## src/shared/mra_pkg.sv

```systemverilog
/*
 * Constants and types shared by both ends of the mode-register link.
 * Assumes one 100 MHz clock on both ends. Both command/address halves
 * are presented in one clock cycle.
 */
// Notes on behaviour
// RL1: MODE_REG_READ_CMD waits write-to-read gap after burst write
// RL2: Only NOPs during read command period
// RL3: Temperature status refreshed every sensor interval
// RL4: Fresh temperature status on low-power exit
// RL5: Three-bit temperature code; 011b over 85C
// RL6: Host polls temperature often enough for margin
// RL7: Address 32 pattern 1010, 40 pattern 0011
// RL8: Pattern valid on bit 0 every beat
// RL9: x16: all bits copy bit 0
// RL10: x32: all bits copy bit 0
// RL11: Calibration reads only with no bank active
// RL12: Read burst is four beats, uninterrupted
// RL13: Write decoded: select low, CA3..CA0 low
// RL14: Address and data taken from CA halves
// RL15: Only NOPs during write command period
// RL16: Writes to read-only registers ignored
// RL17: Writes only when all banks idle
// RL18: Reads allowed with banks active; writes not
// RL19: Write to address 63 starts reset
// RL20: Reset returns registers to defaults
// RL21: Only NOPs during initialisation period
// RL22: Read decoded: select low, CA2..0 low, CA3 high
// RL23: Ordinary read: byte on lanes 7:0, beat 0
// RL24: Read value captured at command time
package mra_pkg;

    localparam int CA_W = 10;
    localparam int MA_W = 8;
    localparam int MD_W = 8;
    localparam int NUM_REGS = 64;
    localparam int REG_IDX_W = 6;

    localparam logic [3:0] CMD_WRITE_CODE = 4'h0;
    localparam logic [3:0] CMD_READ_CODE = 4'h8;

    localparam logic [MA_W-1:0] DEVICE_INFO_ADDR = 8'h00;
    localparam logic [MA_W-1:0] TEMP_STATUS_ADDR = 8'h04;
    localparam logic [MA_W-1:0] CAL_A_ADDR = 8'h20;
    localparam logic [MA_W-1:0] CAL_B_ADDR = 8'h28;
    localparam logic [MA_W-1:0] RESET_REG_ADDR = 8'h3F;

    // Bit n is the value of beat n
    localparam logic [3:0] CAL_A_PATTERN = 4'h5;
    localparam logic [3:0] CAL_B_PATTERN = 4'hC;

    localparam logic [MD_W-1:0] REG_RESET_VALUE = 8'h00;
    localparam logic [2:0] TEMP_RESET_CODE = 3'h0;
    localparam logic [2:0] TEMP_HOT_CODE = 3'h3;

    localparam int BURST_BEATS = 4;
    localparam int READ_LATENCY = 3;
    localparam int WRITE_LATENCY = 1;
    localparam int READ_CMD_PERIOD = 2;
    localparam int WRITE_CMD_PERIOD = 5;

    localparam int CLK_PERIOD_NS = 10;
    localparam int WTR_NS = 10;
    localparam int WTR_CYCLES = (WTR_NS + CLK_PERIOD_NS - 1) / CLK_PERIOD_NS;
    localparam int WR_TO_READ_GAP =
        WRITE_LATENCY + 1 + BURST_BEATS / 2 + WTR_CYCLES;

    localparam int SENSOR_INTERVAL_MS = 32;
    localparam int SENSOR_INTERVAL_CYCLES =
        SENSOR_INTERVAL_MS * 1000000 / CLK_PERIOD_NS;
    localparam int INIT_PERIOD_US = 1;
    localparam int INIT_CYCLES = INIT_PERIOD_US * 1000 / CLK_PERIOD_NS;

    typedef enum logic [1:0] {
        DEV_IDLE, DEV_RD_WAIT, DEV_RD_BURST, DEV_INIT
    } dev_state_type;

    typedef enum logic [1:0] {
        CTL_IDLE, CTL_GAP, CTL_READ, CTL_INIT
    } ctl_state_type;

endpackage

```

## src/shared/mra_link_if.sv

```systemverilog
/*
 * Command/address and data link between memory controller and device.
 * Assumes the bench supplies the clock and resolves the data wire.
 */
`timescale 1ns/1ps
interface mra_link_if #(parameter int DQ_W = 16) (
    input wire logic clk
);
    import mra_pkg::*;

    logic cs_n;
    logic [CA_W-1:0] ca_rise;
    logic [CA_W-1:0] ca_fall;
    logic [DQ_W-1:0] dq;
    logic dq_oe;

    modport device (
        input clk, cs_n, ca_rise, ca_fall,
        output dq, dq_oe
    );

    modport controller (
        input clk, dq, dq_oe,
        output cs_n, ca_rise, ca_fall
    );
endinterface

```

## src/verilog/mra_device.sv

```systemverilog
/*
 * Device end: decodes mode-register reads and writes, returns register
 * contents or calibration patterns, keeps temperature status, and runs
 * the reset write. Assumes the controller keeps its command spacing.
 */
`timescale 1ns/1ps
module mra_device
    import mra_pkg::*;
#(
    parameter int DQ_W = 16,
    parameter int SENSOR_CYCLES = SENSOR_INTERVAL_CYCLES,
    parameter int INIT_WAIT = INIT_CYCLES
) (
    input wire logic i_core_clk,
    input wire logic i_rst,
    mra_link_if.device link,
    input wire logic i_bank_active,
    input wire logic [2:0] i_temp_code,
    input wire logic i_lp_exit,
    output logic o_initialising,
    output logic [2:0] o_temp_status,
    output logic o_temp_over_85
);

    dev_state_type state_q;
    logic [MD_W-1:0] regs_q [NUM_REGS];
    logic [2:0] temp_q;
    logic [31:0] tsi_cnt_q;
    logic [31:0] init_cnt_q;
    logic [1:0] lat_cnt_q;
    logic [1:0] beat_q;
    logic cal_q;
    logic [3:0] pat_q;
    logic [MD_W-1:0] rd_byte_q;
    logic [DQ_W-1:0] dq_q;
    logic oe_q;

    logic cmd_sel;
    logic is_write;
    logic is_read;
    logic [MA_W-1:0] addr;
    logic [MD_W-1:0] wdata;
    logic read_only;
    logic [MD_W-1:0] rd_value;
    logic [DQ_W-1:0] beat_word;
    logic [1:0] next_beat;

    assign cmd_sel = !link.cs_n && (state_q == DEV_IDLE);
    assign is_write = cmd_sel
        && (link.ca_rise[3:0] == CMD_WRITE_CODE); // RL13
    assign is_read = cmd_sel
        && (link.ca_rise[3:0] == CMD_READ_CODE); // RL22
    assign addr = {link.ca_fall[1:0], link.ca_rise[9:4]}; // RL14
    assign wdata = link.ca_fall[9:2]; // RL14

    // Status, calibration and info registers cannot be written
    assign read_only = (addr == DEVICE_INFO_ADDR)
        || (addr == TEMP_STATUS_ADDR)
        || (addr == CAL_A_ADDR)
        || (addr == CAL_B_ADDR);

    always_comb begin
        if (addr == TEMP_STATUS_ADDR) begin
            rd_value = {5'h00, temp_q}; // RL5
        end else if (addr < MA_W'(NUM_REGS)) begin
            rd_value = regs_q[addr[REG_IDX_W-1:0]];
        end else begin
            rd_value = REG_RESET_VALUE;
        end
    end

    // Data for the beat that goes out next
    assign next_beat = (state_q == DEV_RD_BURST) ? beat_q + 2'd1 : 2'd0;

    genvar b;
    generate
        for (b = 0; b < DQ_W; b++) begin : g_lane
            always_comb begin
                if (cal_q) begin
                    beat_word[b] = pat_q[next_beat]; // RL8 RL9 RL10
                end else if (b < MD_W && next_beat == 2'd0) begin
                    beat_word[b] = rd_byte_q[b % MD_W]; // RL23
                end else begin
                    beat_word[b] = 1'b0;
                end
            end
        end
    endgenerate

    // Command sequencing
    always_ff @(posedge i_core_clk) begin
        if (i_rst) begin
            state_q <= DEV_IDLE;
            lat_cnt_q <= 2'd0;
            beat_q <= 2'd0;
            init_cnt_q <= 32'h0000_0000;
        end else begin
            case (state_q)
                DEV_IDLE: begin
                    if (is_read) begin
                        state_q <= DEV_RD_WAIT;
                        lat_cnt_q <= 2'(READ_LATENCY - 1);
                    end else if (is_write && !i_bank_active // RL18
                            && addr == RESET_REG_ADDR) begin
                        state_q <= DEV_INIT; // RL19
                        init_cnt_q <= 32'(INIT_WAIT - 1);
                    end
                end
                DEV_RD_WAIT: begin
                    if (lat_cnt_q == 2'd0) begin
                        state_q <= DEV_RD_BURST;
                        beat_q <= 2'd0;
                    end else begin
                        lat_cnt_q <= lat_cnt_q - 2'd1;
                    end
                end
                DEV_RD_BURST: begin
                    // Commands ignored until burst ends
                    beat_q <= beat_q + 2'd1; // RL12
                    if (beat_q == 2'(BURST_BEATS - 1)) begin
                        state_q <= DEV_IDLE;
                    end
                end
                DEV_INIT: begin
                    if (init_cnt_q == 32'h0000_0000) begin
                        state_q <= DEV_IDLE;
                    end else begin
                        init_cnt_q <= init_cnt_q - 32'h0000_0001;
                    end
                end
                default: begin
                    state_q <= DEV_IDLE;
                end
            endcase
        end
    end

    // Read capture at command time
    always_ff @(posedge i_core_clk) begin
        if (i_rst) begin
            cal_q <= 1'b0;
            pat_q <= 4'h0;
            rd_byte_q <= REG_RESET_VALUE;
        end else if (is_read) begin
            rd_byte_q <= rd_value; // RL24
            cal_q <= (addr == CAL_A_ADDR) || (addr == CAL_B_ADDR);
            pat_q <= (addr == CAL_A_ADDR) ? CAL_A_PATTERN
                : CAL_B_PATTERN; // RL7
        end
    end

    // Data drive
    always_ff @(posedge i_core_clk) begin
        if (i_rst) begin
            dq_q <= '0;
            oe_q <= 1'b0;
        end else begin
            oe_q <= (state_q == DEV_RD_WAIT && lat_cnt_q == 2'd0)
                || (state_q == DEV_RD_BURST
                && beat_q != 2'(BURST_BEATS - 1));
            if ((state_q == DEV_RD_WAIT && lat_cnt_q == 2'd0)
                    || state_q == DEV_RD_BURST) begin
                dq_q <= beat_word;
            end else begin
                dq_q <= '0;
            end
        end
    end

    // Mode register file
    always_ff @(posedge i_core_clk) begin
        if (i_rst) begin
            for (int i = 0; i < NUM_REGS; i++) begin
                regs_q[i] <= REG_RESET_VALUE;
            end
        end else if (is_write && !i_bank_active) begin // RL18
            if (addr == RESET_REG_ADDR) begin
                for (int i = 0; i < NUM_REGS; i++) begin
                    regs_q[i] <= REG_RESET_VALUE; // RL20
                end
            end else if (!read_only // RL16
                    && addr < MA_W'(NUM_REGS)) begin
                regs_q[addr[REG_IDX_W-1:0]] <= wdata;
            end
        end
    end

    // Temperature sampling
    always_ff @(posedge i_core_clk) begin
        if (i_rst) begin
            temp_q <= TEMP_RESET_CODE;
            tsi_cnt_q <= 32'h0000_0000;
        end else if (i_lp_exit || tsi_cnt_q == 32'h0000_0000) begin
            temp_q <= i_temp_code; // RL3 RL4
            tsi_cnt_q <= 32'(SENSOR_CYCLES - 1);
        end else begin
            tsi_cnt_q <= tsi_cnt_q - 32'h0000_0001; // RL3
        end
    end

    assign link.dq = dq_q;
    assign link.dq_oe = oe_q;
    assign o_initialising = (state_q == DEV_INIT);
    assign o_temp_status = temp_q;
    assign o_temp_over_85 = (temp_q == TEMP_HOT_CODE); // RL5

endmodule

```

## src/flat_wrapper.sv

```systemverilog
// flat-port wrapper written by rule: the top's interface ports become plain ports
module mra_device_flat import mra_pkg::*;
#(
    parameter int DQ_W = 16,
    parameter int SENSOR_CYCLES = SENSOR_INTERVAL_CYCLES,
    parameter int INIT_WAIT = INIT_CYCLES
)
  (i_core_clk, i_rst, i_bank_active, i_temp_code, i_lp_exit, o_initialising, o_temp_status, o_temp_over_85, clk, link_cs_n, link_ca_rise, link_ca_fall, link_dq, link_dq_oe);
  mra_link_if #(.DQ_W(DQ_W)) link_i (.clk(clk));
  input wire logic i_core_clk;
  input wire logic i_rst;
  input wire logic i_bank_active;
  input wire logic [2:0] i_temp_code;
  input wire logic i_lp_exit;
  output logic o_initialising;
  output logic [2:0] o_temp_status;
  output logic o_temp_over_85;
  input wire logic clk;
  input wire logic [$bits(link_i.cs_n)-1:0] link_cs_n;
  input wire logic [$bits(link_i.ca_rise)-1:0] link_ca_rise;
  input wire logic [$bits(link_i.ca_fall)-1:0] link_ca_fall;
  output wire logic [$bits(link_i.dq)-1:0] link_dq;
  output wire logic [$bits(link_i.dq_oe)-1:0] link_dq_oe;
  assign link_i.cs_n = link_cs_n;
  assign link_i.ca_rise = link_ca_rise;
  assign link_i.ca_fall = link_ca_fall;
  assign link_dq = link_i.dq;
  assign link_dq_oe = link_i.dq_oe;
  mra_device #(.DQ_W(DQ_W), .SENSOR_CYCLES(SENSOR_CYCLES), .INIT_WAIT(INIT_WAIT)) u_core (.i_core_clk(i_core_clk), .i_rst(i_rst), .link(link_i), .i_bank_active(i_bank_active), .i_temp_code(i_temp_code), .i_lp_exit(i_lp_exit), .o_initialising(o_initialising), .o_temp_status(o_temp_status), .o_temp_over_85(o_temp_over_85));
endmodule
```

## config.mk

```make
export PLATFORM = sky130hd
export DESIGN_NAME = mra_device_flat
export DESIGN_NICKNAME = d
export VERILOG_FILES = /design/src/shared/mra_pkg.sv /design/src/shared/mra_link_if.sv /design/src/verilog/mra_device.sv /design/src/flat_wrapper.sv
export SDC_FILE = /design/constraint.sdc
export NUM_CORES = 1
export LEC_CHECK = 0
export ABC_AREA = 1
export ABC_CLOCK_PERIOD_IN_PS = 4650
export BUFFER_PORTS_ARGS = -buffer_cell sky130_fd_sc_hd__buf_2
export CAP_MARGIN = 20
export CELL_PAD_IN_SITES_DETAIL_PLACEMENT = 0
export CELL_PAD_IN_SITES_GLOBAL_PLACEMENT = 1
export CORE_MARGIN = 3
export CORE_UTILIZATION = 32
export CTS_CLUSTER_DIAMETER = 50
export CTS_CLUSTER_SIZE = 40
export DETAILED_ROUTE_END_ITERATION = 16
export GPL_TIMING_DRIVEN = 0
export PLACE_DENSITY_LB_ADDON = 0.1
export SKIP_CTS_REPAIR_TIMING = 1
export SYNTH_ARGS = -nofsm -noshare
export SYNTH_HDL_FRONTEND = slang
export SYNTH_SLANG_ARGS = --single-unit
```

## constraint.sdc

```tcl
create_clock -name i_core_clk -period 4.65 [get_ports i_core_clk]
set_clock_uncertainty 0.1 [all_clocks]
set_input_delay 0.465 -clock i_core_clk [delete_from_list [all_inputs] [get_ports i_core_clk]]
set_output_delay 0.465 -clock i_core_clk [all_outputs]
set_load 0.05 [all_outputs]
```

# After elaboration in Yosys (flattened, before gate mapping)
# Memory sizes are Yosys's and may differ from the RTL's.
# Index checks and enable logic that the tools add are counted.
classes:
  n_addsub: 4
  magnitude_cmp: 2
  n_eq_ne: 20
  n_mux: 117
  n_bitwise: 65
  reduce_logical: 35
op_table:
  columns: ["operator", "n"]
  rows:
  - ["8-bit 2-to-1 mux", 67]
  - ["32-bit 2-to-1 mux", 3]
  - ["32-bit logical NOT", 2]
  - ["1-bit OR", 64]
  - ["32-bit case mux with 2 select lines", 1]
  - ["32-bit by 1-bit subtractor with 32-bit output (second input constant)", 2]
  - ["1-bit 2-to-1 mux", 30]
  - ["8-bit by 6-bit equality test with 1-bit output (second input constant)", 3]
  - ["22-bit 2-to-1 mux", 1]
  - ["2-bit 2-to-1 mux", 9]
  - ["2-bit inequality test (second input constant)", 5]
  - ["8-bit by 3-bit equality test with 1-bit output (second input constant)", 1]
  - ["1-bit logical AND", 8]
  - ["8-bit logical NOT", 1]
  - ["8-bit by 7-bit less-than comparator with 1-bit output (second input constant)", 1]
  - ["2-bit by 1-bit inequality test with 1-bit output (second input constant)", 4]
  - ["2-bit case mux with 2 select lines", 2]
  - ["2-bit case mux with 4 select lines", 1]
  - ["4-bit AND reduction", 2]
  - ["8-bit OR reduction", 1]
  - ["1-bit logical OR", 7]
  - ["2-bit equality test (second input constant)", 3]
  - ["2-bit logical NOT", 3]
  - ["6-bit 2-to-1 mux", 1]
  - ["other kinds (16)", 21]
totals:
  reg_bits: 96
  mem_bits_rw: 512
  in_bits: 29
  output_inout_bits: 22
  mem_count: 1
mem_list:
  columns: ["memory", "words", "width", "read_ports", "rd_clocked_by_memory_dff", "wr", "line_no", "rtl"]
  rows:
  - ["u_core.regs_q", 64, 8, 1, 0, 64, "mra_device.sv:26", "logic [MD_W-1:0] regs_q [NUM_REGS];"]

# Logic depth before layout (Yosys ltp)
# Gate-level depths: netlist of the first run.
logic_depth:
  ltp_word: 13
  mapped_depth: 16
  depth_no_buf: 13

# Least setup slack after synthesis of the first run
# OpenSTA, ideal clock, no wires.
synth_timing:
  path_kind: "input to register"
  startpoint: "input port link_ca_rise[6]"
  endpoint: "memory u_core.regs_q[15][0] (enable)"
  setup_ns: 0.329
  t_arrival_ns: 2.201
  required_ns: 4.221
  path_slack_ns: 2.021
  path_stages: 11
  path_cell_list: "buf_2 > nand2_2 > inv_2 > nand2_1 > nor3_1 > nand2_1 > nand2_1 > inv_2 > clkbuf_1 > clkbuf_1 > nand2_1"
synth_rtl:
  columns: ["item", "line_no", "rtl"]
  rows:
  - ["start: declaration", "flat_wrapper.sv:20", "input wire logic [$bits(link_i.ca_rise)-1:0] link_ca_rise;"]
  - ["end: declaration", "mra_device.sv:26", null]

==> results.ini, run 1 <==
[timing]
rsz0062_at_grt=no
tightest_slew_ns=1.28
finalWorstSetupSlack_ns=0.346
fin_tns_setup_ns=0
hold_ws_ns=0.251
relSlewSlack=0.143
max_freq_mhz=232
hold_violations=0
setup_viol=0
post-route-min-period_ns=4.30
drv_slew=0
min_period_over_period=0.926

[setup_path]
cp-endpoint=u_core.regs_q[30][7]
critPathMaxStageDelay_ns=0.88
startpoint_type=input pin
reg2reg_depth=10
r2r_slack_ns=0.43
r2r-end=u_core.regs_q[30][7]
critical_path_class=input pin to flop
crit_start=link_ca_rise[6]
cp_slowest_cell=clkbuf_1
crit_path_cell_trace=buf_2, nand2_2, inv_2, nand2_1, nor3_1, nand2_1, nand2_1, inv_2, clkbuf_1, clkbuf_1, buf_8, nand2_1
rr_startpoint=u_core.state_q[0]
required_ns=4.84
path_max_fanout=10
crit_top_cell=nand2_1
cp-end-kind=flop
cp.arrival_ns=4.50

[synthesis]
synthTopCellsByCount=nand2_1 (1,186), nor2_1 (748), edfxtp_1 (512)
ys_warn_count=0
yosysTopAreaCell=edfxtp_1
avgSynthCellArea_um2=8.52
ys_seq_area_frac=0.600
yosys-top-cells-area=edfxtp_1 (53%), nand2_1 (15%), nor2_1 (9.8%)
netlist_area_mm2=0.0288
synthCells=3376
synthArstFlopShare=0
synth_ff_type=edfxtp_1
synth-edff-count=512
yosys.area.top_type_share=0.534
post_synth_num_cell_types=33
synth-seq-cells=607
synth_most_common_cell=nand2_1

[place]
hpwl_um=91500
dp_slack_ns=-0.198
routabilityCongestion=0.916
io_buffers=46
place_area_mm2=0.0313
placed_cells=4671

[power]
ir_drop_uv=296
power.total_mw=15.7
p_per_area_mw_per_mm2=452
p_leak_nw=15.3

[finish]
fin_area_mm2=0.0347
area.growth.synth_to_final_pct=20.4
nets=3643
layout-drive-gt1-share=0.106
final_cells=4858
utilization=0.390

[hold_path]
whs_path_depth=6
hold_class=input pin to flop

[floorplanning]
rows=109
start_util=0.324
fp.dieH_um=306
die_w_um=306
die_area_mm2=0.0936
core-area_mm2=0.0888
pin_count=51

[run_status]
status=finished clean

[clock_tree]
insertion_delay_ns=0.68
numCtsBuffers=93
cts_max_level=3
cts_buffer_depth=3
cts_root_buffer=clkbuf_16
cts_num_sinks=607
clk_pin_slew_ns=0.06
cts_tree=yes

[global_routing]
grt_max_degree=16
antenna_found_initial=12
grt_pass1_wl_um=177000
track_usage=0.268
grt_pass1_vias=23800
grt_overflow_total=0

[flow_run]
maxCapViolCount=0

[drt]
drt_first_iter_violations=2797
wl_um=127000
drc_errors=0
via_count=24900
drtPass1Iterations=6
post_drt_wl_per_cell_um=26.1
routed_via_density=5.12
final_antenna_net_count=0

==> worst min path at each step <==
stage                                    endpoint             from
after floorplan                   u_core.pat_q[0]  u_core.pat_q[0]
after global placement            u_core.pat_q[0]  u_core.pat_q[0]
after detailed placement          u_core.pat_q[0]  u_core.pat_q[0]
after CTS                 u_core.o_temp_status[1]   i_temp_code[1]
after global routing                 u_core.cal_q  link_ca_rise[8]
final                             u_core.pat_q[0]  link_ca_rise[7]
==> layer usage <==
metal	vias to the layer above	wire, um	global-route usage
met2	1150	55300	0.413
met1	12200	54000	0.367
li1	11300	-	-
met4	6	6380	0.125
met5	-	36	0
met3	275	11200	0.0502
==> registers in the layout, summed over array words and instances, names as in the netlist <==
| register | cells |
|---|---|
| u_core.link.dq_oe | 1 |
| u_core.link.dq | 9 |
| u_core.state_q | 2 |
| u_core.pat_q | 3 |
| u_core.rd_byte_q | 8 |
| u_core.beat_q | 2 |
| u_core.regs_q | 512 |
| u_core.o_temp_status | 3 |
| u_core.lat_cnt_q | 2 |
| u_core.init_cnt_q | 32 |
| u_core.cal_q | 1 |
| u_core.tsi_cnt_q | 32 |
==> layout by cell type, fill, tap and decap left out, drive strengths merged, types with 5 or more instances in the layout <==
| master | n |
|---|---|
| ha | 6 |
| a31oi | 5 |
| dfxtp | 95 |
| edfxtp | 512 |
| or2 | 44 |
| clkinvlp | 10 |
| nand4 | 8 |
| bufinv | 11 |
| diode | 5 |
| nor4 | 5 |
| nor3 | 14 |
| o211ai | 36 |
| xor2 | 31 |
| clkbuf | 243 |
| clkinv | 28 |
| a21oi | 55 |
| xnor2 | 10 |
| buf | 141 |
| nand2 | 1241 |
| conb | 40 |
| nor2 | 755 |
| inv | 183 |
| o21ai | 75 |
| nand3 | 131 |
==> power breakdown <==
group / internal, mW / switching [mW]
logic: 0.550 / 1.60
registers: 6.11 / 0.0956
clock network: 4.45 / 2.87
==> critical path: cells and delay by family <==
family,cells,cell delay (ns)
buf+inv,6,2.17
simple gates,6,1.82
==> cell type report <==
cell class	instances	area, um2
multi-input cells	2462	10300
diodes	5	12.5
clock buffers	108	2440
fillers	9046	54100
plain buffers	181	721
repair buffers	98	1040
inverters	165	619
flip-flops and latches	607	17300
clock inverters	67	782
well taps	1165	1460
==> kinds of logic (layout without fill, tap and decap cells) <==
kind of cell | count (synthesis) | after routing | synth area share
and+or+nand+nor | 2202 | 2202 | 0.304
DFF | 607 | 607 | 0.600
buffers and inverters | 346 | 619 | 0.0464
AOI/OAI and AO/OA | 173 | 173 | 0.0336
xor gates and xnor gates | 41 | 41 | 0.0125
adders and majority gates | 6 | 6 | 0.00261
other | 1 | 45 | 0.000130
(Power assumes the default switching activity.)
==> run 2, diff against run 1 <==
--- a/config.mk
+++ b/config.mk
@@ -5,7 +5,7 @@
 export SDC_FILE = /design/constraint.sdc
 export NUM_CORES = 1
 export LEC_CHECK = 0
-export ABC_AREA = 1
+export ABC_AREA = 0
 export ABC_CLOCK_PERIOD_IN_PS = 4650
 export BUFFER_PORTS_ARGS = -buffer_cell sky130_fd_sc_hd__buf_2
 export CAP_MARGIN = 20
@@ -17,7 +17,7 @@
 export CTS_CLUSTER_SIZE = 40
 export DETAILED_ROUTE_END_ITERATION = 16
 export GPL_TIMING_DRIVEN = 0
-export PLACE_DENSITY_LB_ADDON = 0.1
+export PLACE_DENSITY_LB_ADDON = 0.25
 export SKIP_CTS_REPAIR_TIMING = 1
 export SYNTH_ARGS = -nofsm -noshare
 export SYNTH_HDL_FRONTEND = slang
==> run 2 against run 1 <==
Compared with the run above:
- the run now ends with negative hold slack left
- utilization fell by 0.66 points
- wire length fell by 13%
- total power fell by 15%
- design area fell by 5.0%
- cell count fell by 25%
- largest power group unchanged
- setup slack got worse by 0.32 ns
- via count fell by 18%
- clock-buffer cell count fell by 21
- largest cell class unchanged
- clock power fell by 16%
- maximum frequency fell by 6.9%
==> results.ini, run 2 <==
[drt]
drtPass1Iterations=8  ; was 6
routed_via_density=5.59  ; was 5.12
drc_errors=0  ; unchanged
final_antenna_net_count=0  ; unchanged
via_count=20400  ; was 24,900
post_drt_wl_per_cell_um=30.3  ; was 26.1 um
drt_first_iter_violations=2289  ; was 2,797
wl_um=111000  ; was 127,000 um

[finish]
largest-register=u_core.regs_q  ; unchanged
final_cells=3653  ; was 4,858
fillCellCount=8325  ; was 9,046
nets=2483  ; was 3,643
fin_area_mm2=0.0329  ; was 0.0347 mm2
final_common_cell=edfxtp_1  ; was nand2_1
area.growth.synth_to_final_pct=17.9  ; was 20.4%
layout_common_cells=edfxtp_1 (512), and2_1 (481), nor2_1 (134)  ; was nand2_1 (1,186), nor2_1 (747), edfxtp_1 (512)
top_regs=u_core.regs_q (512), u_core.init_cnt_q (32), u_core.tsi_cnt_q (32)  ; unchanged
largest_reg_flops=512  ; unchanged
layout-drive-gt1-share=0.154  ; was 0.106

[setup_path]
cp.arrival_ns=4.95  ; was 4.50 ns
r2r_slack_ns=0.29  ; was 0.43 ns
path_max_fanout=10  ; unchanged
crit_start=link_ca_rise[4]  ; was link_ca_rise[6]
required_ns=4.98  ; was 4.84 ns
critical_path_class=input pin to flop  ; unchanged
r2r-end=u_core.regs_q[53][0]  ; was u_core.regs_q[30][7]
reg2reg_depth=8  ; was 10
cp-endpoint=u_core.rd_byte_q[3]  ; was u_core.regs_q[30][7]
cp-end-kind=flop  ; unchanged
rr_startpoint=u_core.state_q[0]  ; unchanged
startpoint_type=input pin  ; unchanged

[timing]
setup_viol=0  ; unchanged
max_freq_mhz=216  ; was 232 MHz
hold_ws_ns=-0.00184  ; was 0.251 ns
min_period_over_period=0.994  ; was 0.926
hold_violations=2  ; was 0
relSlewSlack=0.116  ; was 0.143
drv_slew=0  ; unchanged
post-route-min-period_ns=4.62  ; was 4.30 ns
rsz0062_at_grt=no  ; unchanged
tightest_slew_ns=1.33  ; was 1.28 ns
fin_tns_setup_ns=0  ; unchanged

[global_routing]
grt_max_degree=18  ; was 16
grt_overflow_total=0  ; unchanged
grt_pass1_wl_um=154000  ; was 177,000 um
track_usage=0.242  ; was 0.268
antenna_found_initial=6  ; was 12
grt_pass1_vias=20100  ; was 23,800

[synthesis]
post_synth_num_cell_types=73  ; was 33
synth_ff_type=edfxtp_1  ; unchanged
yosys-top-cells-area=edfxtp_1 (55%), and2_1 (11%), dfxtp_1 (6.8%)  ; was edfxtp_1 (53%), nand2_1 (15%), nor2_1 (9.8%)
synth-seq-cells=607  ; unchanged
synth_most_common_cell=edfxtp_1  ; was nand2_1
synthTopCellsByCount=edfxtp_1 (512), and2_1 (481), nor2_1 (134)  ; was nand2_1 (1,186), nor2_1 (748), edfxtp_1 (512)
netlist_area_mm2=0.0279  ; was 0.0288 mm2
synthArstFlopShare=0  ; unchanged
ys_seq_area_frac=0.618  ; was 0.600
synth-edff-count=512  ; unchanged
avgSynthCellArea_um2=12.6  ; was 8.52 um2
ys_warn_count=0  ; unchanged
yosys.area.top_type_share=0.550  ; was 0.534
synthCells=2224  ; was 3,376
yosysTopAreaCell=edfxtp_1  ; unchanged

[place]
io_buffers=38  ; was 46
place_area_mm2=0.0303  ; was 0.0313 mm2
hpwl_um=78000  ; was 91,500 um
placed_cells=3508  ; was 4,671
routabilityCongestion=0.993  ; was 0.916

[power]
power.total_mw=13.3  ; was 15.7 mW
p_leak_nw=12.0  ; was 15.3 nW
ir_drop_uv=263  ; was 296 uV
p_per_area_mw_per_mm2=405  ; was 452 mW/mm2

[clock_tree]
cts_tree=yes  ; unchanged
clk_pin_slew_ns=0.06  ; about the same
cts_root_buffer=clkbuf_16  ; unchanged
cts_num_sinks=607  ; unchanged
cts_buffer_depth=3  ; unchanged
insertion_delay_ns=0.63  ; was 0.68 ns
numCtsBuffers=76  ; was 93
cts_max_level=3  ; unchanged

[floorplanning]
rows=107  ; was 109
pin_count=51  ; unchanged
die_area_mm2=0.0909  ; was 0.0936 mm2
core-area_mm2=0.0858  ; was 0.0888 mm2
die_w_um=301  ; was 306 um
start_util=0.326  ; was 0.324
fp.dieH_um=301  ; was 306 um

[flow_run]
maxCapViolCount=0  ; unchanged

[hold_path]
hold_class=input pin to flop  ; unchanged

[run_status]
violations=negative hold slack
status=finished, violations left  ; was finished clean

-- run 2: worst min-delay path by stage --
stage                         from                 endpoint  slack [ns]  cells past startpoint
2_1_floorplan  u_core.rd_byte_q[0]        u_core.link.dq[0]        0.33                      1
3_3_place_gp   u_core.rd_byte_q[2]        u_core.link.dq[2]        0.35                      1
3_5_place_dp   u_core.rd_byte_q[1]        u_core.link.dq[1]        0.34                      1
4_1_cts             i_temp_code[2]  u_core.o_temp_status[2]       -0.02                      3
5_1_grt             i_temp_code[1]  u_core.o_temp_status[1]       0.003                      3
6_report            i_temp_code[2]  u_core.o_temp_status[2]      -0.002                      3
-- run 2: critical path, cell delays in order --
cell and delay (ns):
buf_2 0.19, buf_2 0.38, buf_2 0.56, buf_2 0.56
nand2b_1 0.68, o32ai_1 0.15, o21ai_0 0.82, nand3_1 0.21
a2111oi_0 0.63, a32oi_1 0.27
-- run 2: area by class of cell --
cell class,count,area (um2),share of cell area
diodes,2,5.00,0.000152
plain buffers,164,698,0.0212
clock buffers,87,2040,0.0619
clock inverters,50,561,0.0170
inverters,19,71.3,0.00217
multi-input cells,1473,10100,0.305
flip-flops and latches,607,17300,0.525
well taps,1144,1430,0.0435
repair buffers,107,801,0.0243
-- run 2: per-layer routing --
metal	routed length [um]	up-vias	track usage	share of wire
met3	12300	290	0.0754	0.11
met1	44500	10300	0.318	0.40
li1	-	8648	-	-
met2	47600	1141	0.360	0.43
met5	18	-	0	0.00016
met4	6130	2	0.119	0.055
-- run 2: kinds of logic (layout without fill, tap and decap cells) --
family,after synthesis,count (layout),synth area share
other,1,42,0.000134
and+or+nand+nor,846,846,0.173
DFF,607,607,0.618
muxes,145,145,0.0681
adders and majority gates,6,6,0.00269
AOI/OAI and AO/OA,392,392,0.0964
xor gates and xnor gates,44,44,0.0138
buffers and inverters,183,427,0.0274
-- run 2: per-stage QoR --
stage                     worst slack (ns)  utilization
after floorplan                       1.45            -
after global placement               -1.45        0.346
after detailed placement            -0.518        0.353
after CTS                          -0.0562        0.383
after global routing                0.0988        0.384
final                               0.0287        0.384
-- run 2: where the power goes --
part,internal (mW),switching (mW),leakage (nW),total [mW]
clock,3.65,2.52,1.26,6.18
combinational,0.273,0.747,4.73,1.02
sequential,6.07,0.0661,6.01,6.14
